<file path="src/rtl/dsc_pkg.sv">
// package of constants for the device status and checksum register bank
package dsc_pkg;
    // ==========================================================
    // register map
    localparam logic [7:0] DSC_PAGE_SELECT_OFFSET    = 8'h00;
    localparam logic [7:0] DSC_STATUS_PAGE           = 8'h00;
    localparam logic [7:0] DSC_STATUS_ONE_OFFSET     = 8'h77;
    localparam logic [7:0] DSC_CHECKSUM_OFFSET       = 8'h7e;
    // ==========================================================
    // reset values
    localparam logic [7:0] DSC_STATUS_ONE_RESET      = 8'h80;
    localparam logic [7:0] DSC_CHECKSUM_RESET        = 8'h00;
    localparam logic [7:0] DSC_PAGE_RESET            = 8'h00;
    // ==========================================================
    // field positions of the status register
    localparam int DSC_MODE_MSB                      = 7;
    localparam int DSC_MODE_LSB                      = 5;
    localparam int DSC_BOOST_BIT                     = 4;
    localparam int DSC_BIAS_BIT                      = 3;
    localparam int DSC_INPUT_FAULT_BIT               = 2;
    localparam int DSC_BIAS_FAULT_BIT                = 1;
    localparam int DSC_RECOVERY_BIT                  = 0;
    // ==========================================================
    // operating mode codes
    localparam logic [2:0] DSC_MODE_SLEEP            = 3'h4;
    localparam logic [2:0] DSC_MODE_ACTIVE_IDLE      = 3'h6;
    localparam logic [2:0] DSC_MODE_ACTIVE_ON        = 3'h7;
    // ==========================================================
    // checksum function constants
    localparam logic [7:0] DSC_CRC_POLY              = 8'h07;
    // ==========================================================
    // misc
    localparam int DSC_CHANNELS                      = 8;
endpackage : dsc_pkg

</file>
<file path="src/rtl/dsc_checksum_step.sv">
// combinational checksum step: crc-8 of one byte into the running sum
`timescale 1ns/100ps
`default_nettype none
module dsc_checksum_step
    import dsc_pkg::*;
(
    input  wire logic [7:0] current_sum,
    input  wire logic [7:0] data_byte,
    output logic      [7:0] next_sum
);
    // ==========================================================
    // bitwise crc-8, msb first
    logic [7:0] stage [0:8];
    assign stage[0] = current_sum ^ data_byte;
    genvar gi;
    generate
        for (gi = 0; gi < 8; gi++) begin : g_bit
            assign stage[gi+1] = stage[gi][7] ? ((stage[gi] << 1) ^ DSC_CRC_POLY) : (stage[gi] << 1);
        end
    endgenerate
    assign next_sum = stage[8];
endmodule // dsc_checksum_step
`default_nettype wire

</file>
<file path="src/rtl/dsc_mode_decode.sv">
// decodes internal power state into the operating mode code
`timescale 1ns/100ps
`default_nettype none
module dsc_mode_decode
    import dsc_pkg::*;
(
    input  wire logic                    device_active,
    input  wire logic [DSC_CHANNELS-1:0] channel_on,
    output logic      [2:0]              mode_code
);
    // ==========================================================
    // mode selection
    always_comb begin
        if (!device_active) begin
            mode_code = DSC_MODE_SLEEP;
        end else if (|channel_on) begin
            mode_code = DSC_MODE_ACTIVE_ON;
        end else begin
            mode_code = DSC_MODE_ACTIVE_IDLE;
        end
    end
endmodule // dsc_mode_decode
`default_nettype wire

</file>
<file path="src/rtl/dsc_status_bank.sv">
// device status and control-bus write checksum register bank
// Functional notes
// - mode field bits 7-5: 4 sleep, 6 active all off, 7 active some on.
// - status register reads 0x80 after reset.
// - bit 4 shows boost converter powered state.
// - bit 3 shows microphone bias supply powered state.
// - bit 2 set while any channel is down by input fault.
// - bit 1 set while all channels are down by bias fault.
// - bit 0 self-clearing recovery trigger; writing zero does nothing.
// - trigger one makes faults re-evaluated and clean supplies repowered.
// - checksum register readable; a write loads the written value.
// - checksum updates on every write to any other register, any page.
// - page select at offset 0 of each page chooses page 0 to 255.
`timescale 1ns/100ps
`default_nettype none
module dsc_status_bank
    import dsc_pkg::*;
(
    input  wire logic                    clock,
    input  wire logic                    rstn,
    input  wire logic                    clock_enable,
    // register access port from the control-bus front end
    input  wire logic                    reg_write,
    input  wire logic                    reg_read,
    input  wire logic [7:0]              reg_address,
    input  wire logic [7:0]              reg_write_data,
    output logic      [7:0]              reg_read_data,
    output logic                         reg_read_valid,
    output logic      [7:0]              current_page,
    // asynchronous power and fault state from analog section
    input  wire logic                    device_active_pin,
    input  wire logic [DSC_CHANNELS-1:0] channel_on_pin,
    input  wire logic                    boost_powered_pin,
    input  wire logic                    bias_powered_pin,
    input  wire logic                    input_fault_down_pin,
    input  wire logic                    bias_fault_down_pin,
    input  wire logic                    recovery_done_pin,
    // recovery request toward fault logic
    output logic                         recovery_request
);
    // ==========================================================
    // reset synchroniser
    logic rst_meta_n;
    logic rst_sync_n;
    always_ff @(posedge clock or negedge rstn) begin
        if (!rstn) begin
            rst_meta_n <= 1'b0;
            rst_sync_n <= 1'b0;
        end else begin
            rst_meta_n <= 1'b1;
            rst_sync_n <= rst_meta_n;
        end
    end

    // ==========================================================
    // input synchronisers for the analog state
    localparam int SYNC_WIDTH = DSC_CHANNELS + 6;
    logic [SYNC_WIDTH-1:0] raw_state;
    logic [SYNC_WIDTH-1:0] sync_meta;
    logic [SYNC_WIDTH-1:0] sync_state;
    assign raw_state = {recovery_done_pin, bias_fault_down_pin, input_fault_down_pin,
                        bias_powered_pin, boost_powered_pin, device_active_pin, channel_on_pin};
    always_ff @(posedge clock or negedge rst_sync_n) begin
        if (!rst_sync_n) begin
            sync_meta  <= '0;
            sync_state <= '0;
        end else if (clock_enable) begin
            sync_meta  <= raw_state;
            sync_state <= sync_meta;
        end
    end
    logic [DSC_CHANNELS-1:0] channel_on;
    logic                    device_active;
    logic                    boost_powered;
    logic                    bias_powered;
    logic                    input_fault_down;
    logic                    bias_fault_down;
    logic                    recovery_done;
    assign channel_on       = sync_state[DSC_CHANNELS-1:0];
    assign device_active    = sync_state[DSC_CHANNELS];
    assign boost_powered    = sync_state[DSC_CHANNELS+1];
    assign bias_powered     = sync_state[DSC_CHANNELS+2];
    assign input_fault_down = sync_state[DSC_CHANNELS+3];
    assign bias_fault_down  = sync_state[DSC_CHANNELS+4];
    assign recovery_done    = sync_state[DSC_CHANNELS+5];

    // ==========================================================
    // address decode
    logic hit_page;
    logic hit_status;
    logic hit_checksum;
    assign hit_page     = (reg_address == DSC_PAGE_SELECT_OFFSET);
    assign hit_status   = (current_page == DSC_STATUS_PAGE) && (reg_address == DSC_STATUS_ONE_OFFSET);
    assign hit_checksum = (current_page == DSC_STATUS_PAGE) && (reg_address == DSC_CHECKSUM_OFFSET);

    // ==========================================================
    // page select
    always_ff @(posedge clock or negedge rst_sync_n) begin
        if (!rst_sync_n) begin
            current_page <= DSC_PAGE_RESET;
        end else if (clock_enable && reg_write && hit_page) begin
            current_page <= reg_write_data;
        end
    end

    // ==========================================================
    // mode decode and live status bits
    logic [2:0] mode_code;
    dsc_mode_decode u_mode (
        .device_active (device_active),
        .channel_on    (channel_on),
        .mode_code     (mode_code)
    );
    logic [7:0] status_live;
    logic       recovery_trigger;
    always_ff @(posedge clock or negedge rst_sync_n) begin
        if (!rst_sync_n) begin
            status_live <= DSC_STATUS_ONE_RESET;
        end else if (clock_enable) begin
            // host data never lands in the read-only bits
            status_live[DSC_MODE_MSB:DSC_MODE_LSB] <= mode_code;
            status_live[DSC_BOOST_BIT]             <= boost_powered;
            status_live[DSC_BIAS_BIT]              <= bias_powered;
            status_live[DSC_INPUT_FAULT_BIT]       <= input_fault_down;
            status_live[DSC_BIAS_FAULT_BIT]        <= bias_fault_down;
            status_live[DSC_RECOVERY_BIT]          <= 1'b0;
        end
    end

    // ==========================================================
    // manual recovery trigger
    logic next_trigger;
    always_comb begin
        next_trigger = recovery_trigger;
        if (recovery_trigger && recovery_done) begin
            next_trigger = 1'b0;
        end
        if (reg_write && hit_status && reg_write_data[DSC_RECOVERY_BIT]) begin
            next_trigger = 1'b1;
        end
    end
    always_ff @(posedge clock or negedge rst_sync_n) begin
        if (!rst_sync_n) begin
            recovery_trigger <= 1'b0;
            recovery_request <= 1'b0;
        end else if (clock_enable) begin
            recovery_trigger <= next_trigger;
            recovery_request <= next_trigger;
        end
    end

    // ==========================================================
    // checksum of bus writes
    logic [7:0] checksum;
    logic [7:0] step_one;
    logic [7:0] step_two;
    dsc_checksum_step u_step_addr (
        .current_sum (checksum),
        .data_byte   (reg_address),
        .next_sum    (step_one)
    );
    dsc_checksum_step u_step_data (
        .current_sum (step_one),
        .data_byte   (reg_write_data),
        .next_sum    (step_two)
    );
    always_ff @(posedge clock or negedge rst_sync_n) begin
        if (!rst_sync_n) begin
            checksum <= DSC_CHECKSUM_RESET;
        end else if (clock_enable && reg_write) begin
            if (hit_checksum) begin
                checksum <= reg_write_data;
            end else begin
                checksum <= step_two;
            end
        end
    end

    // ==========================================================
    // read data
    logic [7:0] next_read_data;
    always_comb begin
        next_read_data = 8'h00;
        if (hit_page) begin
            next_read_data = current_page;
        end else if (hit_status) begin
            next_read_data = {status_live[7:1], recovery_trigger};
        end else if (hit_checksum) begin
            next_read_data = checksum;
        end
    end
    always_ff @(posedge clock or negedge rst_sync_n) begin
        if (!rst_sync_n) begin
            reg_read_data  <= 8'h00;
            reg_read_valid <= 1'b0;
        end else if (clock_enable) begin
            reg_read_valid <= reg_read;
            if (reg_read) begin
                reg_read_data <= next_read_data;
            end
        end
    end

    // ==========================================================
    // assertions
    property p_status_reset;
        @(posedge clock)
        $rose(rst_sync_n) |-> status_live == DSC_STATUS_ONE_RESET && !recovery_trigger;
    endproperty
    a_status_reset: assert property (p_status_reset) else $error("status not at reset value");

    property p_mode_follow;
        @(posedge clock) disable iff (!rst_sync_n)
        clock_enable ##1 1'b1 |-> status_live[7:5] == $past(mode_code);
    endproperty
    a_mode_follow: assert property (p_mode_follow) else $error("mode field does not follow state");

    property p_mode_code_legal;
        @(posedge clock) disable iff (!rst_sync_n)
        (!device_active |-> mode_code == DSC_MODE_SLEEP)
        and (device_active && |channel_on |-> mode_code == DSC_MODE_ACTIVE_ON)
        and (device_active && !(|channel_on) |-> mode_code == DSC_MODE_ACTIVE_IDLE);
    endproperty
    a_mode_code_legal: assert property (p_mode_code_legal) else $error("mode code wrong");

    property p_boost_track;
        @(posedge clock) disable iff (!rst_sync_n)
        clock_enable |=> status_live[4] == $past(boost_powered);
    endproperty
    a_boost_track: assert property (p_boost_track) else $error("boost flag does not track");

    property p_bias_track;
        @(posedge clock) disable iff (!rst_sync_n)
        clock_enable |=> status_live[3] == $past(bias_powered);
    endproperty
    a_bias_track: assert property (p_bias_track) else $error("bias flag does not track");

    property p_input_fault;
        @(posedge clock) disable iff (!rst_sync_n)
        clock_enable |=> status_live[2] == $past(input_fault_down);
    endproperty
    a_input_fault: assert property (p_input_fault) else $error("input fault flag wrong");

    property p_bias_fault;
        @(posedge clock) disable iff (!rst_sync_n)
        clock_enable |=> status_live[1] == $past(bias_fault_down);
    endproperty
    a_bias_fault: assert property (p_bias_fault) else $error("bias fault flag wrong");

    property p_trigger_set;
        @(posedge clock) disable iff (!rst_sync_n)
        clock_enable && reg_write && hit_status && reg_write_data[0] |=> recovery_trigger && recovery_request;
    endproperty
    a_trigger_set: assert property (p_trigger_set) else $error("recovery trigger not set");

    property p_zero_no_effect;
        @(posedge clock) disable iff (!rst_sync_n)
        !recovery_trigger && !(reg_write && hit_status && reg_write_data[0]) |=> !recovery_trigger;
    endproperty
    a_zero_no_effect: assert property (p_zero_no_effect) else $error("trigger set without write of one");

    property p_trigger_clear;
        @(posedge clock) disable iff (!rst_sync_n)
        clock_enable && recovery_trigger && recovery_done && !(reg_write && hit_status && reg_write_data[0])
        |=> !recovery_trigger && !recovery_request;
    endproperty
    a_trigger_clear: assert property (p_trigger_clear) else $error("recovery trigger did not clear");

    property p_request_hold;
        @(posedge clock) disable iff (!rst_sync_n)
        recovery_request && !recovery_done |=> recovery_request;
    endproperty
    a_request_hold: assert property (p_request_hold) else $error("recovery request dropped early");

    property p_checksum_load;
        @(posedge clock) disable iff (!rst_sync_n)
        clock_enable && reg_write && hit_checksum |=> checksum == $past(reg_write_data);
    endproperty
    a_checksum_load: assert property (p_checksum_load) else $error("checksum not loaded");

    property p_checksum_read;
        @(posedge clock) disable iff (!rst_sync_n)
        clock_enable && reg_read && hit_checksum |=> reg_read_valid && reg_read_data == $past(checksum);
    endproperty
    a_checksum_read: assert property (p_checksum_read) else $error("checksum read back wrong");

    property p_checksum_update;
        @(posedge clock) disable iff (!rst_sync_n)
        clock_enable && reg_write && !hit_checksum |=> checksum == $past(step_two);
    endproperty
    a_checksum_update: assert property (p_checksum_update) else $error("checksum not updated");

    property p_page_load;
        @(posedge clock) disable iff (!rst_sync_n)
        clock_enable && reg_write && hit_page |=> current_page == $past(reg_write_data);
    endproperty
    a_page_load: assert property (p_page_load) else $error("page select not loaded");

    property p_status_read_only;
        @(posedge clock) disable iff (!rst_sync_n)
        clock_enable && reg_write && hit_status |=> status_live[7:1] == {$past(mode_code), $past(boost_powered),
            $past(bias_powered), $past(input_fault_down), $past(bias_fault_down)};
    endproperty
    a_status_read_only: assert property (p_status_read_only) else $error("host write reached status bits");
endmodule // dsc_status_bank
`default_nettype wire

</file>
<file path="config.mk">
export PLATFORM = sky130hd
export DESIGN_NAME = dsc_status_bank
export DESIGN_NICKNAME = d
export VERILOG_FILES = /design/src/rtl/dsc_pkg.sv /design/src/rtl/dsc_checksum_step.sv /design/src/rtl/dsc_mode_decode.sv /design/src/rtl/dsc_status_bank.sv
export SDC_FILE = /design/constraint.sdc
export NUM_CORES = 1
export LEC_CHECK = 0
export ABC_AREA = 1
export BUFFER_PORTS_ARGS = -buffer_cell sky130_fd_sc_hd__clkbuf_2
export CAP_MARGIN = 20
export CORE_MARGIN = 10
export CORE_UTILIZATION = 45
export CTS_CLUSTER_SIZE = 25
export DETAILED_ROUTE_END_ITERATION = 6
export PLACE_DENSITY_LB_ADDON = 0.1
export SLEW_MARGIN = 20
export SYNTH_ARGS = -nofsm -noshare
export SYNTH_HDL_FRONTEND = slang
export SYNTH_HIERARCHICAL = 1
export SYNTH_SLANG_ARGS = --single-unit
</file>
<file path="constraint.sdc">
create_clock -name clock -period 2.1 [get_ports clock]
set_input_delay 0.105 -clock clock [delete_from_list [all_inputs] [get_ports clock]]
set_output_delay 0.105 -clock clock [all_outputs]
set_load 0.02 [all_outputs]
</file>
## Word level (Yosys, flattened, before mapping)

Cells that the tools add are included.

- Add/sub/neg operators: 0
- Multiply operators: 0
- Divide/modulo/power cells: 0
- Magnitude comparators: 0
- Equality and inequality tests: 2
- Shift-type cells: 0
- Mux-type cells: 24
- Bitwise operators: 18
- Reduce and logical (&&, ||, !) cells: 13

Operators by type and width:

| operator | number |
|---|---|
| two-way mux 3 bit | 17 |
| inverter 3 bit | 16 |
| two-way mux 8 bit | 4 |
| == test 8 x 7 -> 1 bit (second input constant) | 2 |
| logical NOT 8 bit | 2 |
| XOR 8 bit | 2 |
| OR reduction 8 bit | 1 |
| logical AND 1 bit | 7 |
| AND reduction 2 bit | 2 |
| two-way mux 1 bit | 3 |
| nonzero test 2 bit | 1 |

- Flip-flop bits (word level): 63
- Bits in latches: 0
- Bits in writable memories: 0
- Bits in read-only memories: 0
- Bits of input ports: 35
- Output and inout bits: 18
- Logic and storage cells: 67
- Memories kept: 0

## Logic depth before layout (Yosys ltp)

- Word-level depth: 35
- Gate-level depth with buffers: 23
- Mapped depth without buffers: 23

## Modules after synthesis

Netlist, hierarchy kept.

Modules (own cells, without submodules):

| module | times used | cells an instance | area an instance (sq um) | seq. area each (sq um) |
|---|---|---|---|---|
| dsc_status_bank | 1 | 340 | 2780.2 | 1577.8 |
| dsc_checksum_step | 2 | 74 | 377.9 | 0.0 |
| dsc_mode_decode | 1 | 12 | 52.6 | 0.0 |

## Worst setup path before layout

OpenSTA, ideal clock, no wires.

- Path type: register to register
- From: reg checksum[6]
- To: reg checksum[2]
- Library setup time: 121 ps
- Arrival: 1814 ps
- Data required time: 1979 ps
- Setup slack: 165 ps
- Cell stages (with the launch flop): 17
- Path buffers: 0
- Period minus slack after synthesis: 1935 ps
- Cells stage by stage: dfrtp_1 -> xnor2_2 -> xor2_1 -> xor2_1 -> inv_2 -> nand2_1 -> nand2_2 -> nand2_1 -> nand2_1 -> nand2_1 -> nand2_2 -> nand2_1 -> nand2_1 -> inv_1 -> nand2_1 -> nand2_1 -> o21ai_1

- Longest elaborated chain between the ends: 10
- Elaborated cells on any way between the ends: 18
- Those cells by class: mux: 10; bitwise: 8

Ends and longest elaborated chain:

| element | line | text |
|---|---|---|
| start, declared | dsc_status_bank.sv:154 | `logic [7:0] checksum;` |
| start signal, assigned | dsc_status_bank.sv:172 | `checksum <= reg_write_data;` |
| start signal, assigned | dsc_status_bank.sv:174 | `checksum <= step_two;` |
| XOR 8 bit * | dsc_checksum_step.sv:14 | `assign stage[0] = current_sum ^ data_byte;` |
| two-way mux 3 bit * | dsc_checksum_step.sv:18 | `assign stage[gi+1] = stage[gi][7] ? ((stage[gi] << 1) ^ DSC_CRC_POLY) : (stage[gi] << 1);` |
| inverter 3 bit (no source line) | - |  |
| two-way mux 3 bit * | dsc_checksum_step.sv:18 |  |
| named net step_one[7] | dsc_status_bank.sv:155 | `logic [7:0] step_one;` |
| XOR 8 bit * | dsc_checksum_step.sv:14 |  |
| two-way mux 3 bit * | dsc_checksum_step.sv:18 |  |
| two-way mux 3 bit / inverter 3 bit (equally long branches) | - |  |
| inverter 3 bit (no source line) / two-way mux 3 bit (equally long branches) | - |  |
| two-way mux 3 bit * | dsc_checksum_step.sv:18 |  |
| named net step_two[2] | dsc_status_bank.sv:156 | `logic [7:0] step_two;` |
| two-way mux 8 bit * | dsc_status_bank.sv:171 | `if (hit_checksum) begin` |

The timed path passes the listed nets; every way through them passes the cells marked *.
A chain may end at the register's enable or synchronous reset.

## Final worst setup path

- From: reg checksum[7]
- To: reg checksum[4]

- Longest elaborated chain between the ends: 8
- Elaborated cells on any way between the ends: 12
- Those cells by class: mux: 7; bitwise: 5

Ends and longest elaborated chain:

| element | line |
|---|---|
| XOR 8 bit * | dsc_checksum_step.sv:14 |
| two-way mux 3 bit * | dsc_checksum_step.sv:18 |
| two-way mux 3 bit / inverter 3 bit (equally long branches) | - |
| inverter 3 bit (no source line) / two-way mux 3 bit (equally long branches) | - |
| two-way mux 3 bit * | dsc_checksum_step.sv:18 |
| named net step_one[2] | dsc_status_bank.sv:155 |
| XOR 8 bit * | dsc_checksum_step.sv:14 |
| two-way mux 3 bit * | dsc_checksum_step.sv:18 |
| named net step_two[4] | dsc_status_bank.sv:156 |
| two-way mux 8 bit * | dsc_status_bank.sv:171 |

Marks and branches as above.

==> flow_metrics.py <==
metrics = {
    "outcome": {
        "status": "finished with violations",
        "violations": "setup timing",
    },
    "global_route": {
        "grt_pass1_vias": 3056,
        "grt_use_met1": 0.1912,
        "grt.overflow.total": 0,
        "met2_usage": 0.2524,
        "grt_max_degree": 39,
        "grt.total_usage": 0.1557,
        "top_usage_layer": "met2",
        "antenna_found_initial": 0,
        "grt_util_met3": 0.04740,
        "grt_pass1_wl_um": 14640,
    },
    "clocking": {
        "cts-root-buf": "clkbuf_8",
        "cts.htree.levels": 3,
        "clk_pin_slew_worst_paths_ns": 0.07,
        "clock-sinks": 63,
        "cts_tree": "built",
        "numCtsBuffers": 9,
        "worstSkewPairLatency_ns": 0.33,
        "clockBufferDepth": 2,
    },
    "setup_path": {
        "crit_path_max_fanout": 5,
        "required_ns": 2.36,
        "critPathMaxStageDelay_ns": 0.45,
        "crit_top_cell": "nand2_1",
        "cp_data_arrival_time_ns": 2.45,
        "crit_family": "simple AND/OR/NAND/NOR gates",
        "critPathBufInv": 3,
        "crit_chain": "inv_2 > nand2_2 > nand2_4 > nand2_1 > nand3_1 > nand2_2 > inv_1 > nand2_1 > nand2_4 > xor2_4 > xnor2_2 > nor2_1 > nor2_1 > inv_1 > nand2_1 > nand2_1 > o21ai_1",
        "start_kind": "flop",
        "cp-end-kind": "flop",
        "crit_path_top_delay_cell": "dfrtp_2",
        "crit_type": "flop to flop",
    },
    "drt": {
        "first_pass_iters": 6,
        "drc": 0,
        "wire_per_inst_um": 13.53,
        "ant_nets": 0,
        "vias_per_cell": 4.868,
        "drtIter0Drc": 164,
        "wl_um": 9338,
        "route.vias.total": 3359,
    },
    "placed_design": {
        "dp.cells": 646,
        "hpwlAfterDp_um": 6523,
        "globalplace.congestion": 0.8403,
        "dp_slack_ns": -0.06613,
        "io_buffer_count": 52,
    },
    "layout": {
        "final_core_util": 0.6088,
        "num-nets-final": 618,
        "multi_input_area_mm2": 0.002016,
        "drive_above_1_share": 0.2976,
        "fillers": 695,
        "antenna_cells": 0,
        "final_cell_count_no_fill": 690,
        "regArea_mm2": 0.001587,
        "most-common-layout-cells": "nand2_1, dfrtp_1, clkbuf_2",
        "syn_to_final_growth_pct": 31.10,
        "final_common_cell": "nand2_1",
    },
    "power_and_ir_drop": {
        "peakVddDrop_uv": 669.3,
        "powerDensity_mw_per_mm2": 1410,
        "power_w": 0.006635,
        "p_leak_nw": 2.557,
    },
    "synth": {
        "ys_types": 26,
        "syn_area_mm2": 0.003588,
        "synth_nets": 535,
        "syn_inst": 500,
        "ys_warn_count": 6,
        "synth-seq-cells": 63,
        "ys_seq_area_frac": 0.4397,
        "syn-mean-instance-area_um2": 7.177,
    },
    "timing": {
        "drv_slew": 0,
        "finalSetupTns_ns": -0.1317,
        "max_freq_mhz": 455.4,
        "min_period_ns": 2.196,
        "hold_viol": 0,
        "rsz0062_at_grt": "yes",
        "slew_headroom": 0.6436,
        "skew_ns": 0.004390,
        "setup_viol": 2,
        "min_period_over_period": 1.046,
        "fin_ws_ns": -0.09596,
        "tightestPinTransition_ns": 0.5334,
    },
    "die": {
        "design.die.area_mm2": 0.01195,
        "core.rowCount": 32,
        "io_pins": 53,
        "die_w_um": 109.3,
        "initial_core_util": 0.4644,
        "fp.dieH_um": 109.3,
        "core_area_mm2": 0.007727,
    },
    "worst_hold_path": {
        "hp-class": "primary input to flop",
    },
    "job": {
        "maxCapViolCount": 0,
    },
}
stage by stage:
stage	cell area, um^2	hold WS, ns
final	4705	0.08090
after global routing	4705	0.05820
after CTS	4414	0.04980
after detailed placement	3960	-0.1061
after global placement	3960	-0.1100
after floorplan	3588	-0.1906
area by class of cell:
type,count,area share
Clock buffer,13,0.03378
Clock inverter,3,0.003723
Inverter,57,0.04548
Multi-Input combinational cell,364,0.4285
Sequential cell,63,0.3372
Tap cell,102,0.02713
Timing Repair Buffer,88,0.1242
tightest hold or removal path, cell delays in order:
cell and delay, ns:
clkbuf_2 0.12, nand4_1 0.10, nand2_1 0.05
report_power, final:
part,total (W),switching [W],internal (W)
Combinational,0.00415,0.00235,0.00180
Sequential,0.00155,0.000170,0.00138
Clock,0.000932,0.000443,0.000489
Total,0.00663,0.00296,0.00368
kinds of logic (layout without fill, tap and decap cells):
group	count (synthesis)	after routing	synth area share
AND/OR/NAND/NOR	294	294	0.3431
XOR/XNOR	22	22	0.06625
other	2	2	0.002093
flip-flops	63	63	0.4397
buffers and inverters	73	161	0.08472
AO/OA/AOI/OAI	46	46	0.06416
state kept, by name (all words and copies together) (netlist names), 7 cells and up:
register and flops:
sync_meta 14, sync_state 14, checksum 8, current_page 8
reg_read_data 8, status_live 7
synthesized netlist by cell type:
| cell type | instances | share of area |
|---|---|---|
| a21oi_1 | 9 | 0.013 |
| buf_1 | 1 | 0.0010 |
| buf_2 | 3 | 0.0042 |
| buf_4 | 3 | 0.0063 |
| buf_6 | 2 | 0.0063 |
| clkbuf_1 | 7 | 0.0073 |
| conb_1 | 2 | 0.0021 |
| dfrtp_1 | 62 | 0.43 |
| dfstp_2 | 1 | 0.0073 |
| inv_1 | 53 | 0.055 |
| inv_2 | 4 | 0.0042 |
| nand2_1 | 199 | 0.21 |
| nand2_2 | 10 | 0.017 |
| nand2_4 | 2 | 0.0063 |
| nand3_1 | 39 | 0.054 |
| nand4_1 | 2 | 0.0035 |
| nor2_1 | 38 | 0.040 |
| nor2_2 | 1 | 0.0017 |
| nor2_4 | 2 | 0.0063 |
| nor2_8 | 1 | 0.0056 |
| o21ai_0 | 20 | 0.028 |
| o21ai_1 | 17 | 0.024 |
| xnor2_1 | 10 | 0.024 |
| xnor2_2 | 4 | 0.018 |
| xor2_1 | 6 | 0.015 |
| xor2_2 | 2 | 0.0091 |
timing repair:
item / in CTS / in global routing
hold buffers: 15 / 0
hold endpoints to repair: 16 / 0
resized for setup: 18 / 55
buffers inserted: 6 / 7
pin swaps: 13 / 31
setup endpoints to repair: 8 / 8
layer usage:
layer,routed length (um),part of all wire,up-vias
met5,0,0,-
met4,194,0.021,0
met3,647,0.069,17
met2,4532,0.49,101
met1,3964,0.42,1546
li1,-,-,1695
path summary, 6_finish.rpt:
check	start	depth (start not counted)	slack, ns	to
min in group asynchronous	rstn	2	0.10	rst_meta_n
max	checksum[7]	17	-0.1	checksum[4]
max in group asynchronous	rst_sync_n	1	1.22	status_live[7]
min	reg_write_data[0]	3	0.08	recovery_request
min reg2reg	rst_sync_n	0	0.21	sync_meta[13]
max reg2reg	checksum[7]	17	-0.1	checksum[4]
No activity file was read; power rests on OpenSTA's default activity.
